`config.mk`:
```
export PLATFORM = sky130hd
export DESIGN_NAME = chs_calendar_ctrl
export DESIGN_NICKNAME = d
export VERILOG_FILES = /design/src/rtl/chs_pkg.sv /design/src/rtl/chs_bcd_step.sv /design/src/rtl/chs_calendar_ctrl.sv /design/src/rtl/chs_prescaler.sv
export SDC_FILE = /design/constraint.sdc
export NUM_CORES = 1
export LEC_CHECK = 0
export ABC_CLOCK_PERIOD_IN_PS = 4450
export BUFFER_PORTS_ARGS = -buffer_cell sky130_fd_sc_hd__buf_4
export CAP_MARGIN = 20
export CORE_MARGIN = 1.5
export CORE_UTILIZATION = 25
export CTS_CLUSTER_SIZE = 30
export DETAILED_ROUTE_END_ITERATION = 7
export PLACE_DENSITY = 0.49
export SLEW_MARGIN = 20
export SYNTH_ARGS = -nofsm -noshare
export SYNTH_HDL_FRONTEND = slang
export SYNTH_SLANG_ARGS = --single-unit
```
`constraint.sdc`:
```
create_clock -name clk_sys -period 4.45 [get_ports clk_sys]
set_input_delay 0 -clock clk_sys [delete_from_list [all_inputs] [get_ports clk_sys]]
set_output_delay 0 -clock clk_sys [all_outputs]
set_load 0.005 [all_outputs]
```
`src/rtl/chs_pkg.sv`:
```
// Constants and state types for the calendar hold/alarm/seconds slice
// Functional notes
// - Alarm matches count only while alarm_match_enable is set.
// - Alarm match raises calendar_irq only when alarm_irq_enable is set.
// - trim_tick_irq is issued only while trim_tick_irq_enable is set.
// - alarm_hit_flag sets one calendar clock after a detected match.
// - Writing 0 clears alarm_hit_flag or periodic_hit_flag; writing 1 keeps it.
// - periodic_hit_flag sets on every constant-period interrupt.
// - hold_request freezes the seconds counter; clearing it resumes counting.
// - hold_ack_flag shows that the hold took effect.
// - hold_ack_flag sets within one calendar clock, two after run or standby.
// - hold_ack_flag stays set until a pending counter write completes.
// - Prescaler overflow during hold is kept and applied after release.
// - A seconds write during hold discards the kept overflow.
// - Any seconds write clears the 16-bit prescaler.
// - Seconds count BCD 00..59, top bit zero, stepping on prescaler overflow.
// - Seconds writes go to a buffer, reach the counter within two clocks.
// - Control register clears to zero only on the retention reset.
// - Seconds counter is not initialised by reset.
// - Alarm and periodic share calendar_irq; flags tell the cause.
// - clock_run_enable starts and stops calendar counting.
package chs_pkg;

  // ---------------------------------------------------------------
  // Register map
  // ---------------------------------------------------------------
  localparam logic [19:0] CHS_SEC_ADDR = 20'hfff92;
  localparam logic [19:0] CHS_CTRL_ADDR = 20'hfff9e;

  // ---------------------------------------------------------------
  // Control register fields
  // ---------------------------------------------------------------
  localparam int CHS_ALARM_MATCH_ENABLE_BIT = 7;
  localparam int CHS_ALARM_IRQ_ENABLE_BIT = 6;
  localparam int CHS_TRIM_TICK_IRQ_ENABLE_BIT = 5;
  localparam int CHS_ALARM_HIT_FLAG_BIT = 4;
  localparam int CHS_PERIODIC_HIT_FLAG_BIT = 3;
  localparam int CHS_ACK_BIT = 1;
  localparam int CHS_REQ_BIT = 0;
  localparam logic [7:0] CHS_CTRL_RESET = 8'h00;

  // ---------------------------------------------------------------
  // Seconds counter
  // ---------------------------------------------------------------
  localparam logic [3:0] CHS_UNITS_MAX = 4'h9;
  localparam logic [2:0] CHS_TENS_MAX = 3'h5;
  localparam logic [15:0] CHS_PRESC_MAX = 16'hffff;

  // ---------------------------------------------------------------
  // Timing in calendar clock ticks
  // ---------------------------------------------------------------
  localparam int CHS_ACK_TICKS = 1;
  localparam int CHS_ACK_TICKS_SLOW = 2;
  localparam int CHS_WR_XFER_TICKS = 2;

  typedef struct packed {
    logic alarm_match_enable;
    logic alarm_irq_enable;
    logic trim_tick_irq_enable;
    logic alarm_hit_flag;
    logic periodic_hit_flag;
    logic hold_req;
    logic hold_ack;
    logic [6:0] sec;
    logic [6:0] sec_buf;
    logic wr_pend;
    logic carry_pend;
    logic match_seen;
    logic settle;
    logic run_d;
    logic irq;
    logic tit;
    logic sec_carry;
    logic [7:0] rdata;
  } chs_state_type;

  typedef struct packed {
    logic [15:0] count;
    logic ovf;
  } chs_presc_type;

endpackage

```
`src/rtl/chs_bcd_step.sv`:
```
// BCD seconds increment, 00..59 with wrap carry
`timescale 1ns/1ps
`default_nettype none
module chs_bcd_step
  import chs_pkg::*;
(
  input wire logic [6:0] cur, // Current BCD seconds
  output logic [6:0] nxt, // Incremented BCD seconds
  output logic wrap // Wrapped 59 to 00
);

  always_comb begin
    wrap = 1'b0;
    if (cur[3:0] >= CHS_UNITS_MAX) begin
      if (cur[6:4] >= CHS_TENS_MAX) begin
        nxt = 7'h00;
        wrap = 1'b1;
      end else begin
        nxt = {cur[6:4] + 3'h1, 4'h0};
      end
    end else begin
      nxt = {cur[6:4], cur[3:0] + 4'h1};
    end
  end

endmodule // chs_bcd_step
`default_nettype wire

```
`src/rtl/chs_calendar_ctrl.sv`:
```
// Calendar control register, hold handshake, alarm flags and seconds
`timescale 1ns/1ps
`default_nettype none
module chs_calendar_ctrl
  import chs_pkg::*;
(
  input wire logic clk_sys, // 20 MHz system clock
  input wire logic rst_n, // Retention reset, low, sync
  input wire logic ce, // Clock enable, freezes all state
  input wire logic cal_tick, // One pulse per calendar clock
  input wire logic clock_run_enable, // Calendar counting enable
  input wire logic standby_exit, // Pulse on leaving standby
  input wire logic alarm_match, // Alarm comparator equal, level
  input wire logic periodic_event, // Constant-period event pulse
  input wire logic trim_tick_event, // Correction timing pulse
  input wire logic [19:0] bus_addr, // Register byte address
  input wire logic bus_wr, // Write strobe
  input wire logic bus_rd, // Read strobe
  input wire logic [7:0] bus_wdata, // Write data
  output logic [7:0] bus_rdata, // Read data, one cycle later
  output logic calendar_irq, // Alarm/periodic interrupt pulse
  output logic trim_tick_irq, // Correction tick interrupt pulse
  output logic hold_ack_flag, // Hold acknowledged
  output logic [6:0] sec_value, // Current BCD seconds
  output logic sec_carry // Seconds wrapped pulse
);

  chs_state_type state_reg;
  chs_state_type state_next;

  logic wr_ctrl;
  logic wr_sec;
  logic presc_ovf;
  logic freeze;
  logic [6:0] sec_inc;
  logic sec_wrap;
  logic [7:0] ctrl_view;

  // ---------------------------------------------------------------
  // Submodules
  // ---------------------------------------------------------------
  chs_prescaler u_presc (
    .clk_sys(clk_sys),
    .rst_n(rst_n),
    .ce(ce),
    .tick(cal_tick),
    .run(clock_run_enable),
    .clear(wr_sec),
    .ovf(presc_ovf)
  );

  chs_bcd_step u_step (
    .cur(state_reg.sec),
    .nxt(sec_inc),
    .wrap(sec_wrap)
  );

  // ---------------------------------------------------------------
  // Decode
  // ---------------------------------------------------------------
  assign wr_ctrl = bus_wr && (bus_addr == CHS_CTRL_ADDR);
  assign wr_sec = bus_wr && (bus_addr == CHS_SEC_ADDR);
  assign freeze = state_reg.hold_req || state_reg.hold_ack;

  always_comb begin
    ctrl_view = CHS_CTRL_RESET;
    ctrl_view[CHS_ALARM_MATCH_ENABLE_BIT] = state_reg.alarm_match_enable;
    ctrl_view[CHS_ALARM_IRQ_ENABLE_BIT] = state_reg.alarm_irq_enable;
    ctrl_view[CHS_TRIM_TICK_IRQ_ENABLE_BIT] = state_reg.trim_tick_irq_enable;
    ctrl_view[CHS_ALARM_HIT_FLAG_BIT] = state_reg.alarm_hit_flag;
    ctrl_view[CHS_PERIODIC_HIT_FLAG_BIT] = state_reg.periodic_hit_flag;
    ctrl_view[CHS_ACK_BIT] = state_reg.hold_ack;
    ctrl_view[CHS_REQ_BIT] = state_reg.hold_req;
  end

  // ---------------------------------------------------------------
  // Next state
  // ---------------------------------------------------------------
  always_comb begin
    state_next = state_reg;
    state_next.irq = 1'b0;
    state_next.tit = 1'b0;
    state_next.sec_carry = 1'b0;
    state_next.run_d = clock_run_enable;

    // Register reads
    if (bus_rd) begin
      if (bus_addr == CHS_CTRL_ADDR) begin
        state_next.rdata = ctrl_view;
      end else if (bus_addr == CHS_SEC_ADDR) begin
        state_next.rdata = {1'b0, state_reg.sec};
      end else begin
        state_next.rdata = 8'h00;
      end
    end

    // Control writes; bit 2 and the ack bit are not writable
    if (wr_ctrl) begin
      state_next.alarm_match_enable = bus_wdata[CHS_ALARM_MATCH_ENABLE_BIT];
      state_next.alarm_irq_enable = bus_wdata[CHS_ALARM_IRQ_ENABLE_BIT];
      state_next.trim_tick_irq_enable = bus_wdata[CHS_TRIM_TICK_IRQ_ENABLE_BIT];
      state_next.hold_req = bus_wdata[CHS_REQ_BIT];
      if (!bus_wdata[CHS_ALARM_HIT_FLAG_BIT]) begin
        state_next.alarm_hit_flag = 1'b0;
      end
      if (!bus_wdata[CHS_PERIODIC_HIT_FLAG_BIT]) begin
        state_next.periodic_hit_flag = 1'b0;
      end
    end

    // Seconds writes land in the buffer first
    if (wr_sec) begin
      state_next.sec_buf = bus_wdata[6:0];
      state_next.wr_pend = 1'b1;
      state_next.carry_pend = 1'b0;
    end else if (presc_ovf) begin
      state_next.carry_pend = 1'b1;
    end

    // Run enable rising or standby exit delays the acknowledge
    if ((clock_run_enable && !state_reg.run_d) || standby_exit) begin
      state_next.settle = 1'b1;
    end

    if (cal_tick) begin
      // Buffer transfer on the next calendar clock
      if (state_reg.wr_pend && !wr_sec) begin
        state_next.sec = state_reg.sec_buf;
        state_next.wr_pend = 1'b0;
      end

      // Hold handshake
      if (state_reg.hold_req && !state_reg.hold_ack) begin
        if (state_reg.settle) begin
          state_next.settle = 1'b0;
        end else begin
          state_next.hold_ack = 1'b1;
        end
      end else begin
        state_next.settle = 1'b0;
      end
      if (!state_reg.hold_req && state_reg.hold_ack &&
          !state_reg.wr_pend) begin
        state_next.hold_ack = 1'b0;
      end

      // Match seen at one tick, flagged at the next
      state_next.match_seen = state_reg.alarm_match_enable && alarm_match;
      if (state_reg.match_seen && state_reg.alarm_match_enable) begin
        state_next.alarm_hit_flag = 1'b1;
        if (state_reg.alarm_irq_enable) begin
          state_next.irq = 1'b1;
        end
      end
    end

    // Apply kept overflow once counting may proceed
    if (state_reg.carry_pend && !wr_sec && !state_reg.wr_pend &&
        !freeze && clock_run_enable) begin
      state_next.sec = sec_inc;
      state_next.sec_carry = sec_wrap;
      state_next.carry_pend = presc_ovf;
    end

    if (periodic_event) begin
      state_next.periodic_hit_flag = 1'b1;
      state_next.irq = 1'b1;
    end

    if (trim_tick_event && state_reg.trim_tick_irq_enable) begin
      state_next.tit = 1'b1;
    end

    // Retention reset clears control state but not the seconds
    if (!rst_n) begin
      state_next.alarm_match_enable = CHS_CTRL_RESET[CHS_ALARM_MATCH_ENABLE_BIT];
      state_next.alarm_irq_enable = CHS_CTRL_RESET[CHS_ALARM_IRQ_ENABLE_BIT];
      state_next.trim_tick_irq_enable = CHS_CTRL_RESET[CHS_TRIM_TICK_IRQ_ENABLE_BIT];
      state_next.alarm_hit_flag = CHS_CTRL_RESET[CHS_ALARM_HIT_FLAG_BIT];
      state_next.periodic_hit_flag = CHS_CTRL_RESET[CHS_PERIODIC_HIT_FLAG_BIT];
      state_next.hold_ack = CHS_CTRL_RESET[CHS_ACK_BIT];
      state_next.hold_req = CHS_CTRL_RESET[CHS_REQ_BIT];
      state_next.sec = state_reg.sec;
      state_next.sec_buf = state_reg.sec_buf;
      state_next.wr_pend = 1'b0;
      state_next.carry_pend = 1'b0;
      state_next.match_seen = 1'b0;
      state_next.settle = 1'b0;
      state_next.run_d = 1'b0;
      state_next.irq = 1'b0;
      state_next.tit = 1'b0;
      state_next.sec_carry = 1'b0;
      state_next.rdata = 8'h00;
    end
  end

  // ---------------------------------------------------------------
  // State register
  // ---------------------------------------------------------------
  always_ff @(posedge clk_sys) begin
    if (ce || !rst_n) begin
      state_reg <= state_next;
    end
  end

  assign bus_rdata = state_reg.rdata;
  assign calendar_irq = state_reg.irq;
  assign trim_tick_irq = state_reg.tit;
  assign hold_ack_flag = state_reg.hold_ack;
  assign sec_value = state_reg.sec;
  assign sec_carry = state_reg.sec_carry;

endmodule // chs_calendar_ctrl
`default_nettype wire

```
`src/rtl/chs_prescaler.sv`:
```
// Run-gated, clearable 16-bit prescaler feeding the seconds counter
`timescale 1ns/1ps
`default_nettype none
module chs_prescaler
  import chs_pkg::*;
(
  input wire logic clk_sys, // System clock
  input wire logic rst_n, // Retention reset, low
  input wire logic ce, // Clock enable
  input wire logic tick, // Calendar clock pulse
  input wire logic run, // Counting enabled
  input wire logic clear, // Clear to zero
  output logic ovf // Overflow pulse
);

  chs_presc_type state_reg;
  chs_presc_type state_next;

  always_comb begin
    state_next = state_reg;
    state_next.ovf = 1'b0;
    if (!rst_n) begin
      state_next = '0;
    end else if (clear) begin
      state_next.count = '0;
    end else if (tick && run) begin
      state_next.count = state_reg.count + 16'h0001;
      state_next.ovf = (state_reg.count == CHS_PRESC_MAX);
    end
  end

  always_ff @(posedge clk_sys) begin
    if (ce || !rst_n) begin
      state_reg <= state_next;
    end
  end

  assign ovf = state_reg.ovf;

endmodule // chs_prescaler
`default_nettype wire

```
==> qor.txt, run 1 <==
largest net degree at the start of global routing = 24
Sw Pwr = 0.241 mW
Syn Inst Count = 249
Clk pwr share = 37.8%
CP Buf/Inv Count = 1
CP max FO = 23
min-delay src = trim_tick_event
Slew HR = 53.0%
period utilisation layout = 48.7%
dpl hpwl = 4.76 mm
CTS Buffer Depth = 2
status = finished clean
max-slew violations = 0
Starting Density = 25.5%
Placed Area = 3350 um2
Final Hold Vio Count = 0
Worst path max stage delay = 0.67 ns
skew final = 0.00584 ns
cell family with most CP delay = compound AO/OA/AOI/OAI gates
Yosys cell types = 41
endpoints failing setup = 0
via count = 2044
Total Power = 1.14 mW
Placer Congestion = 0.782
post-route cell area = 3580 um2
Req. time, crit path = 4.37 ns
Pint = 0.902 mW
WL final = 6.44 mm
initial antenna violation count = 0
drt pass-1 iters = 4
vias per cell = 4.63
number of synthesized register bits = 54
Tmin final = 2.17 ns
I/O pin cnt = 58
Leak Pwr = 1.34 nW
fmax = 461 MHz
vias in the first global route = 2014
Layout area overhead = 24.1%
RSZ-0062 raised after global routing = false
GRT overflow = 0
CP Class = primary input to register
Startpoint Class = primary input
Hold Path Class = primary input to register
latest clock arrival within the worst-skew pair = 0.29 ns
CTS tree = yes
die area = 12200 um2
Crit-path slowest cell = o21a_1
Warnings, synthesis = 0
Power Dens Cells = 320 nW/um2
CTS Sinks = 54
DIE WIDTH = 110 um
setup_tns = 0 ns
post-synthesis async set-or-reset flop share = 0%
utilization after layout = 31.6%
cells along the critical path = buf_4 -> nand4b_1 -> nor2_1 -> a31o_2 -> o21a_1
top_reg_cell synth = edfxtp_1
Worst setup startpoint = bus_addr[5]
CP Capture Type = register
Comb power frac = 9.3%
synth top area cells = edfxtp_1 (56%), xnor2_1 (3.9%), buf_4 (3.9%)
Syn Area/Cell = 11.6 um2
share of layout cells above drive strength 1 = 25.5%
Net Sw Frac = 21.1%
Post-synth top cells = edfxtp_1 (54), nor2_1 (24), nor3_1 (21)
worst slew pin tran = 0.705 ns
share of the synthesized area in the top cell type = 56.3%
Total GRT Usage = 10.9%
DP Worst Slack = 1.92 ns
area leader, netlist = edfxtp_1
Seq pwr share = 52.9%
sequential area share after synthesis = 56.3%
Die Y = 110 um
Reg clk slew, reported paths = 0.07 ns
most numerous cell in the Yosys netlist = edfxtp_1
WL/cell = 14.6 um
Num CTS Buffers = 5
clock root cell = clkbuf_16
max-cap violation count = 0
Netlist Area Pre-Place = 2880 um2
drt drc = 0
Layout Nets = 343
PortBufs = 57
DRT iter0 DRCs = 123
Ant. Diodes = 0
Synth Net Count = 294
Core Area = 11300 um2
EDFF count, synth = 54
Critical Path AT = 2.09 ns
row count = 39
number of flip-flops under the largest register name = 16
remaining antenna violation count = 0
FF-to-FF Start = sec_value[1]$_DFFE_PP_
# H-tree levels = 2
first-pass GRT wire length = 10.1 mm
setup ws final = 2.28 ns
VDD IR max = 145 uV
placed cells by master (no fill, tap or decap), drive strengths merged, types with 7 or more instances in the layout:
cell	n
buf	57
nand2	10
xnor2	13
and3	11
mux2	7
nor2	24
a22oi	7
nor3	21
edfxtp	54
nand3	10
dlygate4sd3	7
inv	15
power groups by stage:
stage	clock, mW	sequential (mW)	combinational (mW)
floorplan	0	0.610	0.0575
global placement	0	0.616	0.101
detailed placement	0	0.616	0.103
CTS	0.445	0.605	0.108
global route	0.463	0.608	0.118
finish	0.432	0.605	0.106
worst paths after layout:
path	cells after the start	endpoint	slack, ns
worst min register to register	1	sec_value[2]$_DFFE_PP_	0.53
worst max register to register	6	sec_value[6]$_DFFE_PP_	2.32
worst min-delay path	2	trim_tick_irq$_SDFFCE_PN0P_	0.03
worst max-delay path	5	u_presc.state_reg[1]$_SDFFCE_PP0P_	2.28
repair_timing:
action | in CTS | in global routing
hold endpoints to repair | 7 | 0
hold buffers | 7 | 0
gates resized for setup | 0 | 0
buffers inserted | 0 | 0
final cells by class:
| type | instances | area [um2] |
|---|---|---|
| multi-input combinational | 158 | 1060 |
| clock inverter | 2 | 33.8 |
| clock buffer | 5 | 125 |
| tap | 143 | 179 |
| sequential | 54 | 1620 |
| timing repair buffer | 64 | 498 |
| fill | 1164 | 7740 |
| inverter | 15 | 56.3 |
through the flow:
stage / hold slack (ns) / std cells
6_report: 0.0270 / 441
5_1_grt: 0.0432 / 441
4_1_cts: 0.0245 / 441
3_5_place_dp: 0.181 / 427
3_3_place_gp: 0.180 / 427
2_1_floorplan: 0.0989 / 249
cell families after synthesis:
logic type                 count (synthesis)  synth area share [%]
and+or+nand+nor                          102                  19.7
DFF                                       54                  56.3
buffers and inverters                     37                  6.81
AOI/OAI and AO/OA                         28                  7.33
xor gates and xnor gates                  15                  4.56
muxes                                      7                  2.73
adders and majority gates                  6                  2.60
layer usage:
metal	vias up	GRT usage (%)	routed length [um]
met5	-	0	0
met4	0	3.39	75
met3	5	2.29	409
met2	65	18.9	3070
met1	976	13.7	2890
li1	998	-	-
(Power assumes the default switching activity.)
==> run 2, diff against run 1 <==
Settings changed: ABC_AREA from default to 1, ABC_CLOCK_PERIOD_IN_PS 4450 to 2100, PLACE_DENSITY 0.49 to 0.48.
Clock period 4.45 ns to 2.1 ns, I/O delays scaled along.
==> run 2 against run 1 <==
  * First-iteration DRC count is 42% lower
  * Clock skew grew 0.0040 ns
  * Setup slack worse by 1.9 ns
  * Via count is 9.7% higher
  * Utilization increased by 0.68 points
  * Non-clock buffer count grew 4
  * Clock power rose by 120%
  * Critical path type is now register to register
  * Critical endpoint is now sec_value[0]$_DFFE_PP_
  * Largest power group unchanged
==> qor.txt, run 2 <==
most frequent cells in the layout = nand2_1 (76), buf_4 (60), edfxtp_1 (54)
EDFF count, synth = 54 (unchanged)
Core Area = 11500 um2 (+1.7%)
endpoints failing setup = 0 (unchanged)
WHS = 0.00978 ns (-0.0172 ns)
CP Capture Type = register
Hold Path Class = primary input to register
Power Dens Cells = 665 nW/um2 (+110%)
Netlist Area Pre-Place = 2980 um2 (+3.5%)
Layout Nets = 431 (+26%)
Worst path max stage delay = 0.51 ns (-0.16 ns)
vias per cell = 4.23 (-8.7%)
fmax = 582 MHz
WL final = 6.57 mm (+2.0%)
GRT overflow = 0 (unchanged)
DIE WIDTH = 112 um (+1.7%)
area of the multi-input gates = 1030 um2 (-3.2%)
Num CTS Buffers = 5 (unchanged)
Reg2Reg Capture Point = sec_value[0]$_DFFE_PP_
Leak Pwr = 1.61 nW (+20%)
CP max FO = 6 (-74%)
register area = 1620 um2 (unchanged)
R2R cell count = 6 (unchanged)
Inst Count DP = 514 (+20%)
drt pass-1 iters = 8 (+4)
Startpoint Class = register
skew final = 0.00983 ns (+0.00399 ns)
vias in the first global route = 2404 (+19%)
number of flip-flops under the largest register name = 16 (unchanged)
DRT iter0 DRCs = 71 (-42%)
PortBufs = 57 (unchanged)
latest clock arrival within the worst-skew pair = 0.30 ns (about the same)
synth top area cells = edfxtp_1 (54%), nand2_1 (9.6%), nor2_1 (6.3%)
Total Power = 2.47 mW (+120%)
Final Hold Vio Count = 0 (unchanged)
FF-to-FF Start = sec_value[0]$_DFFE_PP_
Req. time, crit path = 2.14 ns (-2.23 ns)
Die Y = 112 um (+1.7%)
Yosys cell types = 30 (-27%)
cells along the critical path = inv_1 -> ha_1 -> a31oi_1 -> inv_1 -> nand2_1 -> o21ai_0
Critical Path AT = 1.76 ns (-0.33 ns)
R2R Setup Slk = 0.38 ns (-1.94 ns)
Reg clk slew, reported paths = 0.08 ns (about the same)
Warnings, synthesis = 0 (unchanged)
VDD IR max = 335 uV (+130%)
number of synthesized register bits = 54 (unchanged)
sequential area share after synthesis = 54.4% (-1.9 points)
Post-CTS Setup Bufs = 0 (unchanged)
CP endpoint = sec_value[0]$_DFFE_PP_
I/O pin cnt = 58 (unchanged)
utilization after layout = 32.3% (+0.68 points)
max-cap violation count = 0 (unchanged)
Syn Area/Cell = 9.04 um2 (-22%)
Ant. Diodes = 0 (unchanged)
largest net degree at the start of global routing = 19 (-21%)
die area = 12600 um2 (+3.4%)
Hold-fix buffers, CTS = 8 (+1)
most common cell after layout, fill and taps aside = nand2_1
Synth Net Count = 375 (+28%)
Slew HR = 70.8% (+18 points)
status = finished clean
remaining antenna violation count = 0 (unchanged)
Worst setup startpoint = sec_value[0]$_DFFE_PP_
clock root cell = clkbuf_16
drt drc = 0 (unchanged)
# H-tree levels = 2 (unchanged)
top_reg_cell synth = edfxtp_1
WL/cell = 12.4 um (-15%)
Starting Density = 25.9% (+0.44 points)
area leader, netlist = edfxtp_1
Crit-path slowest cell = edfxtp_1
Layout Cells excl Fill = 530 (+20%)
dpl hpwl = 5.09 mm (+7.0%)
min-delay src = clock_run_enable
Placer Congestion = 0.775 (-0.83%)
period utilisation layout = 81.9%
share of layout cells above drive strength 1 = 20.4% (-5.1 points)
PostCTS Resize Cnt = 0 (unchanged)
Total GRT Usage = 11.3% (+0.31 points)
Layout area overhead = 24.7%
worst slew pin tran = 0.437 ns (-0.268 ns)
via count = 2243 (+9.7%)
RSZ-0062 raised after global routing = false
first-pass GRT wire length = 11.3 mm (+12%)
share of the synthesized area in the top cell type = 54.4% (-1.9 points)
post-synthesis async set-or-reset flop share = 0% (unchanged)
setup_tns = 0 ns (unchanged)
fillcell total = 1208 (+3.8%)
initial antenna violation count = 0 (unchanged)
row count = 39 (unchanged)
most numerous cell in the Yosys netlist = nand2_1
CTS Sinks = 54 (unchanged)
cell mode on critical path = inv_1
CTS tree = yes
CP Class = register to register
Post-synth top cells = nand2_1 (76), edfxtp_1 (54), nor2_1 (50)
Syn Inst Count = 330 (+33%)
max-slew violations = 0 (unchanged)
CTS Buffer Depth = 2 (unchanged)
Tmin final = 1.72 ns
run 2: cell count changes after synthesis, sizes merged, moves of 9 or more:
cell   before  now
nor3       21    8
inv        15   49
and3       11    0
xnor2      13    2
nand2      10   79
xor2        2   11
nor2       24   54
run 2: layout make-up:
cell class              instances  area share (%)
flip-flops and latches         54            43.6
multi-input cells             208            27.7
repair buffers                 68            14.3
inverters                      49            4.95
well taps                     143            4.81
clock buffers                   5            3.36
clock inverters                 3            1.28
run 2: kinds of logic (layout without fill, tap and decap cells):
| family | count (synthesis) | in the layout | share of synthesized area, % |
|---|---|---|---|
| compound gates | 28 | 28 | 5.29 |
| xor+xnor | 13 | 13 | 3.82 |
| fa+ha+maj | 6 | 6 | 2.52 |
| simple gates | 161 | 161 | 22.9 |
| buf+inv | 68 | 125 | 11.1 |
| flops | 54 | 54 | 54.4 |
run 2: power by group:
group | total, mW | switching, mW | leakage (nW) | internal, mW
Combinational | 0.233 | 0.121 | 0.984 | 0.112
Clock | 0.965 | 0.395 | 0.0844 | 0.570
Sequential | 1.27 | 0.0327 | 0.541 | 1.24
run 2: worst min path at each step:
stage                     slack [ns]                           to  cells past startpoint
after CTS                      0.007  trim_tick_irq$_SDFFCE_PN0P_                      3
after global routing            0.02   ctrl_view[7]$_SDFFCE_PN0P_                      3
after global placement          0.18      state_reg[17]$_DFFE_PP_                      1
final                           0.01  state_reg[11]$_SDFFCE_PN0P_                      3
after detailed placement        0.19      state_reg[17]$_DFFE_PP_                      1
after floorplan                  0.1      state_reg[16]$_DFFE_PP_                      0
run 2: worst max-delay path, delay by kind of cell, from the launching register on:
family / cells / cell delay, ns
DFF: 1 / 0.51
AOI/OAI and AO/OA: 2 / 0.42
buffers and inverters: 2 / 0.24
adders and majority gates: 1 / 0.20
and+or+nand+nor: 1 / 0.09
run 2: per-stage QoR:
| stage | setup slack, ns | instance area [um2] |
|---|---|---|
| 3_3_place_gp | 0.398 | 3470 |
| 5_1_grt | 0.152 | 3720 |
| 6_report | 0.381 | 3720 |
| 2_1_floorplan | 0.250 | 2980 |
| 4_1_cts | 0.376 | 3720 |
| 3_5_place_dp | 0.383 | 3470 |
run 2: per-layer routing:
metal | up-vias | global-route usage, % | part of all wire, %
li1 | 1162 | - | -
met1 | 1033 | 13.1 | 45
met2 | 38 | 20.6 | 50
met3 | 10 | 2.38 | 3.6
met4 | 0 | 3.80 | 1.5
met5 | - | 0 | 0
==> run 3, diff against run 2 <==
Settings changed: ABC_CLOCK_PERIOD_IN_PS 2100 to 1500, PLACE_DENSITY 0.48 to 0.5.
Clock period 2.1 ns to 1.5 ns, I/O delays scaled along.
==> run 3 against run 2 <==
  * Sequential power is 40% higher
  * Non-clock buffer count is 40 higher
  * Critical path type unchanged
  * Global-route usage is 0.19 points lower
  * Highest routed layer unchanged
  * First-iteration DRC count is 13% higher
  * Flip-flop and latch count stayed put
  * Setup slack worse by 0.35 ns
  * Clock skew is 0.0031 ns lower
  * Clock power is 20% higher
  * Combinational power is 84% higher
  * Cell count is 7.5% higher
  * Utilization is 3.8 points higher
  * Power is 37% higher
  * Largest cell class unchanged
  * The flow now finishes with violations (design-rule violations)
==> qor.txt, run 3 (synthesis gave the netlist of run 2 again) <==
status = finished with violations
failing checks = design-rule violations
Total GRT Usage = 11.1% (-0.19 points)
cells along the critical path = ha_2 -> nand3_4 -> nor2_2 -> nand3_2 -> buf_4 -> xor2_2 -> nor2_1
utilization after layout = 36.1% (+3.8 points)
CP max FO = 3 (-3)
RSZ-0062 raised after global routing = true
Req. time, crit path = 1.55 ns (-0.59 ns)
most frequent cells in the layout = buf_4 (98), nand2_1 (70), edfxtp_1 (54)
setup_tns = 0 ns (unchanged)
via count = 2398 (+6.9%)
WL final = 6.97 mm (+6.1%)
largest net degree at the start of global routing = 18 (-1)
# H-tree levels = 2 (unchanged)
Seq pwr share = 52.8% (+1.3 points)
Power Dens Cells = 811 nW/um2 (+22%)
Hold Path Class = primary input to register
Num CTS Buffers = 5 (unchanged)
first-pass GRT wire length = 11.1 mm (-1.2%)
DIE WIDTH = 112 um (unchanged)
most common cell after layout, fill and taps aside = buf_4
Placer Congestion = 0.766 (-1.1%)
remaining antenna violation count = 0 (unchanged)
FF-to-FF Start = u_presc.state_reg[1]$_SDFFCE_PP0P_
Die Y = 112 um (unchanged)
die area = 12600 um2 (unchanged)
clock root cell = clkbuf_16
latest clock arrival within the worst-skew pair = 0.29 ns (about the same)
period utilisation layout = 98.0% (+16 points)
WHS Endpoint = state_reg[11]$_SDFFCE_PN0P_
max-slew violations = 0 (unchanged)
GRT overflow = 0 (unchanged)
Ant. Diodes = 0 (unchanged)
CP Class = register to register
endpoints failing setup = 0 (unchanged)
dpl hpwl = 5.27 mm (+3.4%)
drt drc = 5 (+5)
Crit-path slowest cell = edfxtp_1
Comb power frac = 12.7% (+3.3 points)
Most Used Layer, Global Route = met2
CTS Sinks = 54 (unchanged)
Worst path max stage delay = 0.39 ns (-0.12 ns)
M2 GR Usage = 20.4% (-0.12 points)
Reg2Reg Capture Point = u_presc.state_reg[11]$_SDFFCE_PP0P_
Layout Nets = 471 (+9.3%)
vias in the first global route = 2413 (+0.37%)
DRT iter0 DRCs = 80 (+13%)
CTS tree = yes
Tmin final = 1.47 ns (-0.250 ns)
R2R cell count = 7 (+1)
min-delay src = clock_run_enable
CTS Buffer Depth = 2 (unchanged)
PortBufs = 57 (unchanged)
Net Sw Frac = 23.5% (+1.3 points)
share of layout cells above drive strength 1 = 35.8% (+15 points)
Core Area = 11500 um2 (unchanged)
max-cap violation count = 0 (unchanged)
Startpoint Class = register
Slew HR = 77.3% (+6.4 points)
Reg clk slew, reported paths = 0.07 ns (about the same)
initial antenna violation count = 0 (unchanged)
I/O pin cnt = 58 (unchanged)
WL/cell = 12.2 um (-1.3%)
Pint = 2.58 mW (+34%)
met3 Use GR = 2.21% (-0.16 points)
Layout area overhead = 39.5%
Clk pwr share = 34.5% (-4.5 points)
vias per cell = 4.21 (-0.59%)
Sw Pwr = 0.792 mW (+44%)
skew final = 0.00669 ns (-0.00314 ns)
drt pass-1 iters = 8 (unchanged)
number of flip-flops under the largest register name = 16 (unchanged)
row count = 39 (unchanged)
worst slew pin tran = 0.337 ns (-0.0998 ns)
Final Hold Vio Count = 0 (unchanged)
Starting Density = 25.9% (unchanged)
fmax = 680 MHz (+17%)
hold path depth = 3 (unchanged)
R2R Setup Slk = 0.03 ns (-0.35 ns)
Leak Pwr = 1.81 nW (+12%)
Critical Path AT = 1.52 ns (-0.24 ns)
GRT met1 Usage = 13.0% (-0.057 points)
CP Capture Type = register
VDD IR max = 448 uV (+33%)
-- run 3: how the worst max path moves through the flow --
stage	startpoint	endpoint	slack, ns	depth (start not counted)
after floorplan	sec_value[1]$_DFFE_PP_	sec_value[4]$_DFFE_PP_	0.009	6
after global placement	ctrl_view[0]$_SDFFCE_PN0P_	sec_value[5]$_DFFE_PP_	-0.04	7
after detailed placement	u_presc.state_reg[1]$_SDFFCE_PP0P_	u_presc.state_reg[15]$_SDFFCE_PP0P_	-0.04	8
after CTS	u_presc.state_reg[1]$_SDFFCE_PP0P_	u_presc.state_reg[11]$_SDFFCE_PP0P_	0.008	7
after global routing	u_presc.state_reg[1]$_SDFFCE_PP0P_	u_presc.state_reg[15]$_SDFFCE_PP0P_	-0.06	8
final	u_presc.state_reg[1]$_SDFFCE_PP0P_	u_presc.state_reg[11]$_SDFFCE_PP0P_	0.03	7
-- run 3: worst max-delay path: cells and delay by family (launching register included) --
kind,cells,cell delay (ns)
XOR/XNOR,1,0.12
adder cells (fa/ha/maj),1,0.22
buffers and inverters,1,0.16
flip-flops,1,0.39
AND/OR/NAND/NOR,4,0.35
-- run 3: repair_timing --
item,CTS,global route
setup endpoints to repair,7,26
hold buffers,7,0
cloned,0,1
resized for setup,8,35
pin swaps,5,13
buffers inserted,4,8
hold endpoints to repair,7,0
-- run 3: power by group through the flow --
stage                     combinational (mW)  clock (mW)  sequential (mW)
after floorplan                        0.172           0             1.80
final                                  0.429        1.16             1.78
after global routing                   0.474        1.24             1.79
after global placement                 0.370           0             1.81
after detailed placement               0.373           0             1.81
after CTS                              0.399        1.20             1.78
-- run 3: cell type report --
class / instances / area [um2]
fillers: 1196 / 7360
flip-flops and latches: 54 / 1620
multi-input cells: 208 / 1160
repair buffers: 108 / 871
inverters: 49 / 184
well taps: 143 / 179
clock buffers: 5 / 125
clock inverters: 3 / 20.0
-- run 3: metal layers --
metal | vias up | part of all wire [%]
li1 | 1246 | -
met1 | 1104 | 44
met2 | 40 | 51
met3 | 8 | 3.8
met4 | 0 | 1.0
met5 | - | 0
-- run 3: metrics by stage --
| stage | hold slack [ns] | std cells | setup WS (ns) | instance area [um2] | power [mW] |
|---|---|---|---|---|---|
| 4_1_cts | 0.000237 | 562 | 0.00766 | 3990 | 3.38 |
| 6_report | 0.00452 | 570 | 0.0304 | 4160 | 3.37 |
| 3_5_place_dp | 0.183 | 543 | -0.0389 | 3720 | 2.19 |
| 3_3_place_gp | 0.182 | 543 | -0.0412 | 3720 | 2.18 |
| 2_1_floorplan | 0.0989 | 330 | 0.00946 | 2990 | 1.98 |
| 5_1_grt | 0.0129 | 570 | -0.0578 | 4160 | 3.51 |
